===== src/design/tsr_pkg.sv =====
/*
 * constants and types shared by the temperature sensor register set:
 * pointer codes, register layouts, reset values and fault counts.
 * assumes nothing of its surroundings.
 */
package tsr_pkg;
	// register select codes carried in the two low select bits
	localparam logic [1:0] TSR_PTR_READING = 2'h0; // temperature_reading
	localparam logic [1:0] TSR_PTR_SETTINGS = 2'h1; // device_settings
	localparam logic [1:0] TSR_PTR_LOWER = 2'h2; // lower_trip_point
	localparam logic [1:0] TSR_PTR_UPPER = 2'h3; // upper_trip_point
	localparam logic [1:0] TSR_PTR_RESET = 2'h0; // power-up selection
	// select byte bits that must stay zero
	localparam int TSR_SEL_TOP = 7;
	localparam int TSR_SEL_LOW = 2;
	// device_settings field positions
	localparam int TSR_CFG_RESERVED = 7;
	localparam int TSR_CFG_FAULT_HI = 4;
	localparam int TSR_CFG_FAULT_LO = 3;
	localparam int TSR_CFG_POLARITY = 2;
	localparam int TSR_CFG_MODE = 1;
	localparam int TSR_CFG_STANDBY = 0;
	localparam logic [7:0] TSR_CFG_RESET = 8'h00;
	localparam logic [7:0] TSR_CFG_WR_MASK = 8'h7F; // reserved bit stays 0
	// trip point reset values
	localparam logic [15:0] TSR_UPPER_RESET = 16'h5000;
	localparam logic [15:0] TSR_LOWER_RESET = 16'h4B00;
	localparam logic [8:0] TSR_READING_RESET = 9'h000;
	// reading field: 9 bits at 15..7, zeros below
	localparam int TSR_READ_TOP = 15;
	localparam int TSR_READ_BOT = 7;
	localparam logic [6:0] TSR_READ_PAD = 7'h00;
	// consecutive out-of-limit conversions per fault-count code
	localparam logic [2:0] TSR_FAULT_NEED_0 = 3'h1;
	localparam logic [2:0] TSR_FAULT_NEED_1 = 3'h2;
	localparam logic [2:0] TSR_FAULT_NEED_2 = 3'h4;
	localparam logic [2:0] TSR_FAULT_NEED_3 = 3'h6;
	// serial slave address: fixed upper four bits, then three strap pins
	localparam logic [3:0] TSR_ADDR_PREFIX = 4'h9;
	localparam logic [3:0] TSR_BITS_PER_BYTE = 4'h8;
	// serial engine states, gray coded along the write path
	typedef enum logic [3:0] {
		TSR_IDLE = 4'h0,
		TSR_ADDR = 4'h1,
		TSR_ADDR_ACK = 4'h3,
		TSR_PTR = 4'h2,
		TSR_PTR_ACK = 4'h6,
		TSR_WDATA = 4'h7,
		TSR_WDATA_ACK = 4'h5,
		TSR_RDATA = 4'h4,
		TSR_RACK = 4'hC
	} tsr_state_t;
	typedef logic [8:0] tsr_temp_t; // 9-bit two's complement, half degree
endpackage


===== src/design/tsr_regs.sv =====
/*
 * register set of a temperature sensor with thermal alarm, reached over
 * a two-wire serial slave whose clock and data pins are sampled by clk.
 * assumes a converter outside that gives a one-cycle conv_done with the
 * 9-bit reading on conv_data, and an open-drain pad driven from sda_oe.
 */
// Overview of operation
// - select byte with bits 7..2 set aborts
// - select value kept between transactions
// - low select bits choose one of four registers
// - select value clears to zero at reset
// - reading register is 16 bits, read only
// - settings reset zero, bit 7 reserved, 6..5 stored as written
// - fault 4..3, polarity 2, mode 1, standby 0
// - mode 0 comparator, mode 1 latched interrupt
// - a finished conversion refreshes the reading unless a read is shifting out
// - conversion always judged, stored only when not reading
// - sign at bit 15, reading in 15..7
// - reading bits below bit 7 read zero
// - reading is zero until first conversion
// - upper trip point resets to 5000 hex
// - lower trip point resets to 4B00 hex
// - only top nine trip bits are compared
// - registers stay reachable during standby
// - reading is 9-bit two's complement, half degree
// - fault codes need 1, 2, 4, 6 hits
// - interrupt mode alarm clears on any read, unless a hit lands in the same cycle
// - standby finishes and stores conversion in progress
`timescale 1ns/1ps
module tsr_regs (
	input wire logic clk,
	input wire logic rst,
	input wire logic scl_in,
	input wire logic sda_in,
	output logic sda_out,
	output logic sda_oe,
	input wire logic [2:0] addr_pins,
	input wire logic conv_done,
	input wire tsr_pkg::tsr_temp_t conv_data,
	output logic conv_enable,
	output logic alarm_out,
	output logic alarm_oe
);
	import tsr_pkg::*;

	logic scl_s, sda_s; // synchronised pins
	logic scl_d, sda_d; // one cycle older copies for edge finding
	logic [2:0] addr_s; // synchronised address straps
	logic scl_rise, scl_fall, start_c, stop_c;
	tsr_state_t state, next_state; // serial engine
	logic [3:0] bit_cnt, next_bit_cnt; // bits of the current byte
	logic [7:0] shreg, next_shreg; // receive and transmit shifter
	logic [1:0] byte_idx, next_byte_idx; // data byte within transfer
	logic rw, next_rw; // transfer direction, 1 is read
	logic ack_ok, next_ack_ok; // master acknowledged the last byte
	logic drive, next_drive; // pulling sda low
	logic [1:0] ptr, next_ptr; // register select value
	logic [7:0] settings, next_settings; // device_settings
	logic [15:0] upper, next_upper; // upper_trip_point
	logic [15:0] lower, next_lower; // lower_trip_point
	logic [7:0] wr_hi, next_wr_hi; // first byte of a 16-bit write
	logic read_strobe; // a register read begins
	logic ptr_load, ptr_abort; // select byte taken or refused
	logic standby_enter; // standby bit going to one
	logic read_busy; // data is being shifted out
	tsr_temp_t reading, next_reading; // stored 9-bit reading
	logic [15:0] reading_word; // reading as seen on the bus
	logic [2:0] fault_cnt, next_fault_cnt; // consecutive hits
	logic [2:0] fault_need; // hits needed for this setting
	logic hunt_low, next_hunt_low; // looking for under lower limit
	logic active, next_active; // alarm asserted, before polarity
	logic next_alarm_out;
	logic fault_hit; // this conversion completed the needed consecutive hits
	logic limit_met; // conversion is past the limit sought

	// pins cross into clk through two flip-flops each
	tsr_sync #(.W(2), .INIT(2'h3)) u_sync_bus (
		.clk(clk),
		.rst(rst),
		.async_in({scl_in, sda_in}),
		.sync_out({scl_s, sda_s})
	);
	tsr_sync #(.W(3), .INIT(3'h0)) u_sync_addr (
		.clk(clk),
		.rst(rst),
		.async_in(addr_pins),
		.sync_out(addr_s)
	);

	// bus edges and conditions, from synchronised copies only
	assign scl_rise = scl_s & ~scl_d;
	assign scl_fall = ~scl_s & scl_d;
	assign start_c = scl_s & scl_d & sda_d & ~sda_s;
	assign stop_c = scl_s & scl_d & ~sda_d & sda_s;
	assign read_busy = (state == TSR_RDATA) || (state == TSR_RACK);
	// reading sits at 15..7 with zero padding below
	assign reading_word = {reading, TSR_READ_PAD};
	assign sda_out = 1'b0; // open drain: only ever pulls low
	assign sda_oe = drive;
	assign alarm_oe = ~alarm_out; // pulled low when the level is low
	assign conv_enable = ~settings[TSR_CFG_STANDBY];

	// byte returned for a read of the selected register
	function automatic logic [7:0] read_byte(input logic [1:0] sel,
		input logic [1:0] idx);
		logic [15:0] word;
		word = 16'h0000;
		if (sel == TSR_PTR_READING) begin
			word = reading_word;
		end else if (sel == TSR_PTR_LOWER) begin
			word = lower;
		end else if (sel == TSR_PTR_UPPER) begin
			word = upper;
		end else begin
			word = {settings, 8'h00};
		end
		if (idx == 2'h0) begin
			read_byte = word[15:8];
		end else if (idx == 2'h1 && sel != TSR_PTR_SETTINGS) begin
			read_byte = word[7:0];
		end else begin
			read_byte = 8'h00; // past the end of the register
		end
	endfunction

	// serial engine and register writes, next values
	always_comb begin
		logic [7:0] tx;
		tx = 8'h00;
		next_state = state;
		next_bit_cnt = bit_cnt;
		next_shreg = shreg;
		next_byte_idx = byte_idx;
		next_rw = rw;
		next_ack_ok = ack_ok;
		next_drive = drive;
		next_ptr = ptr;
		next_settings = settings;
		next_upper = upper;
		next_lower = lower;
		next_wr_hi = wr_hi;
		read_strobe = 1'b0;
		ptr_load = 1'b0;
		ptr_abort = 1'b0;
		if (start_c) begin
			// start or repeated start: new address byte
			next_state = TSR_ADDR;
			next_bit_cnt = 4'h0;
			next_drive = 1'b0;
		end else if (stop_c) begin
			next_state = TSR_IDLE;
			next_drive = 1'b0;
		end else begin
			case (state)
				TSR_ADDR, TSR_PTR, TSR_WDATA: begin
					// shift in on rise, act on the fall after bit 8
					if (scl_rise) begin
						next_shreg = {shreg[6:0], sda_s};
						next_bit_cnt = bit_cnt + 4'h1;
					end else if (scl_fall && bit_cnt == TSR_BITS_PER_BYTE) begin
						next_bit_cnt = 4'h0;
						if (state == TSR_ADDR) begin
							if (shreg[7:1] == {TSR_ADDR_PREFIX, addr_s}) begin
								next_rw = shreg[0];
								next_drive = 1'b1;
								next_state = TSR_ADDR_ACK;
							end else begin
								next_state = TSR_IDLE; // not ours
							end
						end else if (state == TSR_PTR) begin
							if (shreg[TSR_SEL_TOP:TSR_SEL_LOW] != 6'h00) begin
								ptr_abort = 1'b1;
								next_state = TSR_IDLE;
							end else begin
								next_ptr = shreg[1:0];
								ptr_load = 1'b1;
								next_drive = 1'b1;
								next_state = TSR_PTR_ACK;
							end
						end else begin
							// data byte: commit to the selected register
							next_drive = 1'b1;
							next_state = TSR_WDATA_ACK;
							if (byte_idx != 2'h2) begin
								next_byte_idx = byte_idx + 2'h1;
							end
							if (ptr == TSR_PTR_SETTINGS) begin
								if (byte_idx == 2'h0) begin
									// reserved bit kept zero
									next_settings = shreg & TSR_CFG_WR_MASK;
								end
							end else if (byte_idx == 2'h0) begin
								next_wr_hi = shreg;
							end else if (byte_idx == 2'h1) begin
								if (ptr == TSR_PTR_UPPER) begin
									next_upper = {wr_hi, shreg};
								end else if (ptr == TSR_PTR_LOWER) begin
									next_lower = {wr_hi, shreg};
								end
								// reading register: write dropped
							end
						end
					end
				end
				TSR_ADDR_ACK, TSR_PTR_ACK, TSR_WDATA_ACK: begin
					// release acknowledge on the falling edge
					if (scl_fall) begin
						next_bit_cnt = 4'h0;
						next_drive = 1'b0;
						if (state == TSR_ADDR_ACK && rw) begin
							tx = read_byte(ptr, 2'h0);
							next_shreg = tx;
							next_drive = ~tx[7];
							next_bit_cnt = 4'h1;
							next_byte_idx = 2'h1;
							read_strobe = 1'b1;
							next_state = TSR_RDATA;
						end else if (state == TSR_ADDR_ACK) begin
							next_state = TSR_PTR;
						end else begin
							if (state == TSR_PTR_ACK) begin
								next_byte_idx = 2'h0;
							end
							next_state = TSR_WDATA;
						end
					end
				end
				TSR_RDATA: begin
					// next bit out on each falling edge
					if (scl_fall) begin
						if (bit_cnt == TSR_BITS_PER_BYTE) begin
							next_drive = 1'b0;
							next_state = TSR_RACK;
						end else begin
							next_shreg = {shreg[6:0], 1'b0};
							next_drive = ~shreg[6];
							next_bit_cnt = bit_cnt + 4'h1;
						end
					end
				end
				TSR_RACK: begin
					// master ack continues, nack ends the read
					if (scl_rise) begin
						next_ack_ok = ~sda_s;
					end else if (scl_fall) begin
						if (ack_ok) begin
							tx = read_byte(ptr, byte_idx);
							next_shreg = tx;
							next_drive = ~tx[7];
							next_bit_cnt = 4'h1;
							if (byte_idx != 2'h2) begin
								next_byte_idx = byte_idx + 2'h1;
							end
							next_state = TSR_RDATA;
						end else begin
							next_state = TSR_IDLE;
						end
					end
				end
				default: begin
					next_state = TSR_IDLE;
				end
			endcase
		end
		// standby does not block the engine
		standby_enter = next_settings[TSR_CFG_STANDBY] &
			~settings[TSR_CFG_STANDBY];
	end

	// serial engine and register storage
	always_ff @(posedge clk or posedge rst) begin
		if (rst) begin
			scl_d <= 1'b1;
			sda_d <= 1'b1;
			state <= TSR_IDLE;
			bit_cnt <= 4'h0;
			shreg <= 8'h00;
			byte_idx <= 2'h0;
			rw <= 1'b0;
			ack_ok <= 1'b0;
			drive <= 1'b0;
			ptr <= TSR_PTR_RESET;
			settings <= TSR_CFG_RESET;
			upper <= TSR_UPPER_RESET;
			lower <= TSR_LOWER_RESET;
			wr_hi <= 8'h00;
		end else begin
			scl_d <= scl_s;
			sda_d <= sda_s;
			state <= next_state;
			bit_cnt <= next_bit_cnt;
			shreg <= next_shreg;
			byte_idx <= next_byte_idx;
			rw <= next_rw;
			ack_ok <= next_ack_ok;
			drive <= next_drive;
			ptr <= next_ptr;
			settings <= next_settings;
			upper <= next_upper;
			lower <= next_lower;
			wr_hi <= next_wr_hi;
		end
	end

	// hits needed per fault-count code
	always_comb begin
		case (settings[TSR_CFG_FAULT_HI:TSR_CFG_FAULT_LO])
			2'h0: fault_need = TSR_FAULT_NEED_0;
			2'h1: fault_need = TSR_FAULT_NEED_1;
			2'h2: fault_need = TSR_FAULT_NEED_2;
			default: fault_need = TSR_FAULT_NEED_3;
		endcase
	end

	// reading store and alarm evaluation, next values
	always_comb begin
		next_reading = reading;
		next_fault_cnt = fault_cnt;
		next_hunt_low = hunt_low;
		next_active = active;
		fault_hit = 1'b0;
		// only the top nine trip bits matter
		limit_met = hunt_low ?
			($signed(conv_data) < $signed(lower[TSR_READ_TOP:TSR_READ_BOT])) :
			($signed(conv_data) > $signed(upper[TSR_READ_TOP:TSR_READ_BOT]));
		if (conv_done) begin
			// stored only while no read is shifting out
			if (!read_busy) begin
				next_reading = conv_data;
			end
			// every conversion is judged
			if (limit_met) begin
				if (fault_cnt + 3'h1 >= fault_need) begin
					fault_hit = 1'b1;
					next_fault_cnt = 3'h0;
					next_hunt_low = ~hunt_low;
					// comparator follows the hunt, interrupt latches
					next_active = settings[TSR_CFG_MODE] ? 1'b1 : ~hunt_low;
				end else begin
					next_fault_cnt = fault_cnt + 3'h1;
				end
			end else begin
				next_fault_cnt = 3'h0;
			end
		end
		// interrupt mode: read or standby clears, a new hit wins
		if (settings[TSR_CFG_MODE] && (read_strobe || standby_enter) &&
			!fault_hit) begin
			next_active = 1'b0;
		end
		next_alarm_out = settings[TSR_CFG_POLARITY] ? next_active :
			~next_active;
	end

	// reading and alarm storage
	always_ff @(posedge clk or posedge rst) begin
		if (rst) begin
			reading <= TSR_READING_RESET;
			fault_cnt <= 3'h0;
			hunt_low <= 1'b0;
			active <= 1'b0;
			alarm_out <= 1'b1;
		end else begin
			reading <= next_reading;
			fault_cnt <= next_fault_cnt;
			hunt_low <= next_hunt_low;
			active <= next_active;
			alarm_out <= next_alarm_out;
		end
	end
endmodule


===== src/design/tsr_sync.sv =====
/*
 * two flip-flop synchroniser for a group of pin inputs.
 * assumes the inputs are asynchronous to clk; reset value is a parameter.
 */
`timescale 1ns/1ps
module tsr_sync #(
	parameter int W = 1,
	parameter logic [W-1:0] INIT = '0
) (
	input wire logic clk,
	input wire logic rst,
	input wire logic [W-1:0] async_in,
	output logic [W-1:0] sync_out
);
	logic [W-1:0] stage1; // first stage, read only by the second
	logic [W-1:0] next_stage1;
	logic [W-1:0] next_sync_out;

	// next values are just the shifted inputs
	always_comb begin
		next_stage1 = async_in;
		next_sync_out = stage1;
	end

	// two stages, reset to the idle level
	always_ff @(posedge clk or posedge rst) begin
		if (rst) begin
			stage1 <= INIT;
			sync_out <= INIT;
		end else begin
			stage1 <= next_stage1;
			sync_out <= next_sync_out;
		end
	end
endmodule


===== config.mk =====
export PLATFORM = sky130hd
export DESIGN_NAME = tsr_regs
export DESIGN_NICKNAME = d
export VERILOG_FILES = /design/src/design/tsr_pkg.sv /design/src/design/tsr_regs.sv /design/src/design/tsr_sync.sv
export SDC_FILE = /design/constraint.sdc
export NUM_CORES = 1
export LEC_CHECK = 0
export BUFFER_PORTS_ARGS = -buffer_cell sky130_fd_sc_hd__buf_2
export CAP_MARGIN = 20
export CORE_ASPECT_RATIO = 1.75
export CORE_MARGIN = 10
export CORE_UTILIZATION = 56
export CTS_CLUSTER_SIZE = 30
export DETAILED_ROUTE_END_ITERATION = 10
export GPL_TIMING_DRIVEN = 0
export PLACE_DENSITY = 0.76
export SYNTH_ARGS = -nofsm -noshare
export SYNTH_HDL_FRONTEND = slang
export SYNTH_SLANG_ARGS = --single-unit

===== constraint.sdc =====
create_clock -name clk -period 2.5 [get_ports clk]
set_clock_uncertainty 0.05 [all_clocks]
set_input_delay 0 -clock clk [delete_from_list [all_inputs] [get_ports clk]]
set_output_delay 0 -clock clk [all_outputs]
set_load 0.1 [all_outputs]

==> impl_metrics.env, run 1 <==
export IMPL_outcome="complete, no violations"
export IMPL_seq_power_share=0.427
export IMPL_p_clk_frac=0.400
export IMPL_power_frac_comb=0.173
export IMPL_dr_pass1_iters=6
export IMPL_p_leak_uw=0.002860
export IMPL_clk_latency_ps=350
export IMPL_yosysMostFrequentCell="dfrtp_1"
export IMPL_max_freq_mhz=418.9
export IMPL_wl_um=13920
export IMPL_clkSinkCount=97
export IMPL_synth_area_per_cell_um2=10.92
export IMPL_num_vias=4246
export IMPL_dieArea_mm2=0.01447
export IMPL_yosysUniqueCellTypes=72
export IMPL_nets=603
export IMPL_path_cells="inv_1 > ha_1 > nand3b_2 > a21oi_1 > o22ai_1 > o22ai_2 > a21boi_1 > a221o_1"
export IMPL_synth_area_leaders="dfrtp_1 38%, mux2_2 13%, dfstp_2 6.1%"
export IMPL_cts_buffers=9
export IMPL_period_share=0.9548
export IMPL_finalMaxSlewViolations=0
export IMPL_ys_ff_latch=97
export IMPL_syn_cell_area_mm2=0.005558
export IMPL_cts_tree="built"
export IMPL_grt_busiest_layer="met2"
export IMPL_path_clk_slew_ps=70
export IMPL_grt_use_total=0.2037
export IMPL_place_congestion=0.9335
export IMPL_yosys_warnings=0
export IMPL_use_met1=0.2196
export IMPL_relSlewSlack=0.5728
export IMPL_p_int_uw=2905
export IMPL_switchingPower_uw=1116
export IMPL_setup_viol=0
export IMPL_p_total_uw=4021
export IMPL_grt_start_max_net_pins=42
export IMPL_synth_nets=552
export IMPL_io_buffers=19
export IMPL_synth_cells=509
export IMPL_powerDensity_mw_per_mm2=623.5
export IMPL_antenna_found_initial=0
export IMPL_start_util=0.5677
export IMPL_ant_nets=0
export IMPL_drt_iter0_drc=314
export IMPL_fp_dieH_um=151.8
export IMPL_cp_arrival_ps=2570
export IMPL_place_hpwl_um=10140
export IMPL_syn2layout_area_growth_pct=16.05
export IMPL_antenna_cells=0
export IMPL_ios=22
export IMPL_drive_gt1_frac=0.2867
export IMPL_ys_flop_type="dfrtp_1"
export IMPL_final_area_mm2=0.006450
export IMPL_min_path_type="primary input to async pin"
export IMPL_grt_pass1_wl_um=22610
export IMPL_required_ps=2690
export IMPL_hold_viol_final=0
export IMPL_synth_edf_count=0
export IMPL_crit_fanout=8
export IMPL_grtUsageMet2=0.3647
export IMPL_grt_overflow_total=0
export IMPL_grt_pass1_vias=4436
export IMPL_vdd_drop_max_mv=0.6509
export IMPL_wl_per_cell_um=20.17
export IMPL_crit_family="compound AO/OA/AOI/OAI gates"
export IMPL_pre_cts_slack_ps=-138.5
export IMPL_worst_pin_slew_ps=640.7
export IMPL_worstSetupEndpointType="flip-flop"
export IMPL_path_buf_inv=1
export IMPL_max_cap_viol_count=0
export IMPL_routed_via_density=6.154
export IMPL_root_buffer="clkbuf_16"
export IMPL_core_mm2=0.009789
export IMPL_rsz0062_at_grt="false"
export IMPL_drc=0
export IMPL_dpl_instance_area_mm2=0.005853
export IMPL_num_rows=48
export IMPL_h_tree_depth=3
export IMPL_synth_top_cell_area_share=0.3782
export IMPL_grtUsageMet3=0.03256
export IMPL_synth_seq_area_share=0.4397
export IMPL_die_w_um=95.31
export IMPL_cts_buffer_depth=2
export IMPL_layout_setup_ws_ps=112.9
export IMPL_max_stage_delay_ps=410
export IMPL_slowest_stage="dfrtp_1"
export IMPL_path_class="flip-flop to flip-flop"
export IMPL_swShare=0.2776
export IMPL_startpoint_type="flip-flop"
export IMPL_final_min_clock_period_ps=2387
export IMPL_async_flop_share=1.000
export IMPL_synth_top_cells_by_count="84 x dfrtp_1, 63 x mux2_2, 34 x nand2_1"
export IMPL_synth_largest_area_cell="dfrtp_1"
export IMPL_finalSetupTns_ps=0
==> path summary, 6_finish.rpt <==
path / from / endpoint / cells after the start / slack, ps
max: bit_cnt[0]$_DFFE_PP0P_ / bit_cnt[2]$_DFFE_PP0P_ / 8 / 110
min: rst / u_sync_addr.next_sync_out[2]$_DFF_PP0_ / 3 / 180
max reg2reg: bit_cnt[0]$_DFFE_PP0P_ / bit_cnt[2]$_DFFE_PP0P_ / 8 / 110
min reg2reg: u_sync_addr.next_sync_out[0]$_DFF_PP0_ / u_sync_addr.sync_out[0]$_DFF_PP0_ / 0 / 310
max in group asynchronous: rst / alarm_out$_DFF_PP1_ / 5 / 1330
min in group clk: sda_in / u_sync_bus.next_sync_out[0]$_DFF_PP1_ / 2 / 240
==> layout by cell type (no fill, tap or decap), types with 4 or more instances in the layout <==
cell and n:
nand3_1 9, clkbuf_16 9, and3_1 5, mux2i_1 13, nor2_1 23, xor2_1 8, o21ai_0 27, dlygate4sd3_1 16
a21oi_1 26, buf_2 32, nor2b_1 10, nand2_1 32, dfrtp_1 84, buf_4 4, mux2_2 63, nor3_1 9
dfstp_2 13, mux4_2 7, inv_1 32, o22ai_1 4, ha_1 26, clkbuf_1 11, nand2b_1 8, a22oi_1 9
==> cell type report <==
class / instances / area (um2)
Inverter: 33 / 127.6
Timing Repair Buffer: 40 / 330.3
Clock inverter: 6 / 115.1
Clock buffer: 10 / 239.0
Fill cell: 749 / 3339
Buffer: 27 / 132.6
Tap cell: 125 / 156.4
Sequential cell: 97 / 2444
Multi-Input combinational cell: 352 / 2905
==> metrics by stage <==
step / std cells / hold slack, ps / utilization
global route: 690 / 225.3 / 0.6589
finish: 690 / 179.7 / 0.6589
global placement: 653 / 55.61 / 0.5938
CTS: 689 / 181.8 / 0.6562
detailed placement: 655 / 7.507 / 0.5979
floorplan: 509 / -45.52 / -
==> repair_timing <==
| item | 4_1_cts | 5_1_grt |
|---|---|---|
| hold buffers | 16 | 0 |
| hold endpoints to repair | 45 | 0 |
| resized for setup | 6 | 4 |
| pin swaps | 1 | 1 |
| endpoints found under the setup margin | 32 | 14 |
| buffers inserted | 2 | 1 |
==> worst reg2reg max path, cell delays in order, from the launching register on <==
cell and delay (ps):
dfrtp_1 410, inv_1 100, ha_1 180, nand3b_2 260, a21oi_1 320, o22ai_1 220
o22ai_2 210, a21boi_1 160, a221o_1 360
==> power by group through the flow <==
stage | registers, uW | clock network (uW) | logic [uW]
2_1_floorplan | 1790 | 0 | 415
3_3_place_gp | 1740 | 0 | 620
3_5_place_dp | 1740 | 0 | 643
4_1_cts | 1710 | 1630 | 675
5_1_grt | 1720 | 1690 | 750
6_report | 1720 | 1610 | 697
==> flip-flops by register name, summed over array words and instances (netlist names), 2 cells and up <==
| signal | flops |
|---|---|
| bit_cnt | 4 |
| byte_idx | 2 |
| fault_cnt | 3 |
| lower | 16 |
| ptr | 2 |
| reading | 9 |
| settings | 7 |
| shreg | 8 |
| state | 4 |
| u_sync_addr.next_sync_out | 3 |
| u_sync_addr.sync_out | 3 |
| u_sync_bus.next_sync_out | 2 |
| u_sync_bus.sync_out | 2 |
| upper | 16 |
| wr_hi | 8 |
==> per-layer routing <==
layer | vias up | wire length (um)
met5 | - | 0
met4 | 0 | 658
met2 | 134 | 7603
met1 | 2126 | 5173
li1 | 1936 | -
met3 | 50 | 481
==> cells by family after synthesis <==
| family | count (synthesis) | synth area share |
|---|---|---|
| AO/OA/AOI/OAI | 99 | 0.1144 |
| XOR/XNOR | 10 | 0.01711 |
| adder cells (fa/ha/maj) | 27 | 0.06033 |
| buffers and inverters | 60 | 0.04615 |
| flip-flops | 97 | 0.4397 |
| multiplexers | 86 | 0.1866 |
| other | 1 | 0.0006747 |
| AND/OR/NAND/NOR | 129 | 0.1351 |
(Power assumes the default switching activity.)
==> run 2: changes to the inputs <==
ABC_CLOCK_PERIOD_IN_PS = 1900   (was unset)
clock period = 1.9 ns   (was 2.5 ns; I/O delays follow)
==> run 2 against run 1 <==
The run now ends with negative setup slack left. Sequential power increased by 36%. First-iteration DRC count is 21% higher. Core utilization is 12 points higher. Total power grew 27%. Wire length is 19% higher. Sequential share of layout area is 5.6 points lower. Count of clock-buffer cells in the layout is the same. Critical endpoint is now active$_DFF_PP0_. Largest cell class unchanged. Largest power group unchanged. Highest routed layer unchanged.
==> impl_metrics.env, run 2 (synthesis results as in run 1) <==
export IMPL_outcome="complete, but fails checks"
export IMPL_violations="negative setup slack"
export IMPL_root_buffer="clkbuf_16"
export IMPL_rsz0062_at_grt="true"
export IMPL_path_cells="inv_2 > ha_4 > nand4_1 > o22a_1 > o311a_4 > and3_4 > mux2_4"
export IMPL_mostFrequentLayoutCells="81 x dfrtp_1, 49 x mux2_2, 41 x buf_4, 25 x nand2_1"
export IMPL_grt_overflow_total=0
export IMPL_worstHoldStart="conv_done"
export IMPL_path_buf_inv=1
export IMPL_nFillCells=573
export IMPL_cts_buffers=9
export IMPL_power_frac_comb=0.193
export IMPL_powerDensity_mw_per_mm2=671.3
export IMPL_worst_pin_slew_ps=556.4
export IMPL_cts_buffer_depth=2
export IMPL_multiInputGateArea_mm2=0.003495
export IMPL_seq_power_share=0.460
export IMPL_wl_um=16550
export IMPL_required_ps=2100
export IMPL_antenna_cells=0
export IMPL_ios=22
export IMPL_finalMaxSlewViolations=0
export IMPL_crit_start="upper[12]$_DFFE_PP1P_"
export IMPL_routed_via_density=6.305
export IMPL_drc=0
export IMPL_path_class="flip-flop to flip-flop"
export IMPL_final_area_mm2=0.007580
export IMPL_dieArea_mm2=0.01447
export IMPL_grt_start_max_net_pins=46
export IMPL_h_tree_depth=3
export IMPL_start_util=0.5677
export IMPL_pre_cts_slack_ps=-511.5
export IMPL_p_leak_uw=0.003346
export IMPL_nets=655
export IMPL_finalSetupTns_ps=-13180
export IMPL_relSlewSlack=0.6291
export IMPL_grt_use_total=0.2362
export IMPL_max_freq_mhz=452.7
export IMPL_reg2regPathDepth=7
export IMPL_num_vias=4678
export IMPL_dpl_instance_area_mm2=0.005998
export IMPL_clkSinkCount=97
export IMPL_min_path_cells=2
export IMPL_crit_family="compound AO/OA/AOI/OAI gates"
export IMPL_fp_dieH_um=151.8
export IMPL_place_hpwl_um=10490
export IMPL_reg_top3="lower (16), upper (16), reading (9)"
export IMPL_cts_tree="built"
export IMPL_switchingPower_uw=1601
export IMPL_drive_gt1_frac=0.4830
export IMPL_drt_iter0_drc=381
export IMPL_path_clk_slew_ps=70
export IMPL_syn2layout_area_growth_pct=36.38
export IMPL_max_cap_viol_count=0
export IMPL_cp_arrival_ps=2400
export IMPL_setup_viol=73
export IMPL_place_congestion=0.9213
export IMPL_regArea_mm2=0.002447
export IMPL_worstSetupEndpointType="flip-flop"
export IMPL_layout_setup_ws_ps=-309.0
export IMPL_max_stage_delay_ps=550
export IMPL_vdd_drop_max_mv=0.7377
export IMPL_ant_nets=0
export IMPL_r2r_start="upper[12]$_DFFE_PP1P_"
export IMPL_slowest_stage="dfstp_2"
export IMPL_p_total_uw=5088
export IMPL_crit_fanout=3
export IMPL_antenna_found_initial=0
export IMPL_dr_pass1_iters=6
export IMPL_core_mm2=0.009789
export IMPL_io_buffers=19
export IMPL_grt_pass1_vias=5001
export IMPL_p_clk_frac=0.347
export IMPL_die_w_um=95.31
export IMPL_wl_per_cell_um=22.30
export IMPL_min_path_type="primary input to flip-flop"
export IMPL_swShare=0.3147
export IMPL_worst_path_stages=7
export IMPL_hold_viol_final=0
export IMPL_final_common_cell="dfrtp_1"
export IMPL_final_min_clock_period_ps=2209
export IMPL_period_share=1.163
export IMPL_p_int_uw=3487
export IMPL_num_rows=48
export IMPL_clk_latency_ps=360
export IMPL_grt_pass1_wl_um=26050
export IMPL_startpoint_type="flip-flop"
## run 2: changes by cell type in the layout (fill, tap and decap cells not counted), sizes merged
cell | before | now
inv | 32 | 35
clkbuf | 21 | 17
bufinv | 3 | 0
dlygate4sd3 | 16 | 15
buf | 40 | 97
clkinvlp | 2 | 3
clkinv | 2 | 1
## run 2: cell type report
| type | instances | area share |
|---|---|---|
| multi-input cells | 352 | 0.4610 |
| flip-flops and latches | 97 | 0.3229 |
| repair buffers | 96 | 0.1162 |
| clock buffers | 10 | 0.03021 |
| plain buffers | 23 | 0.02542 |
| well taps | 125 | 0.02063 |
| inverters | 33 | 0.01684 |
| clock inverters | 6 | 0.006768 |
## run 2: worst paths after layout
check / end / slack, ps
worst min register to register: u_sync_addr.sync_out[1]$_DFF_PP0_ / 300
worst max register to register: active$_DFF_PP0_ / -310
worst max-delay path: active$_DFF_PP0_ / -310
max in group asynchronous: alarm_out$_DFF_PP1_ / 820
min in group asynchronous: wr_hi[5]$_DFFE_PP0P_ / 110
worst min-delay path: fault_cnt[2]$_DFFE_PP0P_ / 70
## run 2: power groups by stage
stage | registers, uW | logic, uW | clock network (uW)
after global placement | 2300 | 833 | 0
after detailed placement | 2300 | 861 | 0
after global routing | 2350 | 1050 | 1840
final | 2340 | 982 | 1770
after CTS | 2330 | 934 | 1750
after floorplan | 2350 | 573 | 0
## run 2: worst reg2reg max path, cell delays in order, from the launching register on
cell and delay [ps]:
dfstp_2 550, inv_2 50, ha_4 240, nand4_1 110, o22a_1 240, o311a_4 390, and3_4 180, mux2_4 280
## run 2: repair_timing
action	in CTS	in global routing
hold buffers	15	0
endpoints found under the hold margin	66	0
cloned	2	0
pin swaps	29	19
setup buffers	50	10
setup endpoints to repair	82	84
gates resized for setup	96	60
## run 2: per-layer routing
metal	vias up	GRT usage	share of wire
li1	2052	-	-
met1	2352	0.2344	0.35
met2	194	0.4277	0.54
met3	80	0.04539	0.042
met4	0	0.1579	0.072
met5	-	0	0
## run 2: metrics by stage
step	hold slack (ps)	std cells	util
6_report	66.52	742	0.7743
5_1_grt	81.74	742	0.7743
4_1_cts	39.83	733	0.7421
3_5_place_dp	-65.91	655	0.6127
3_3_place_gp	55.61	653	0.6086
2_1_floorplan	-45.52	509	-
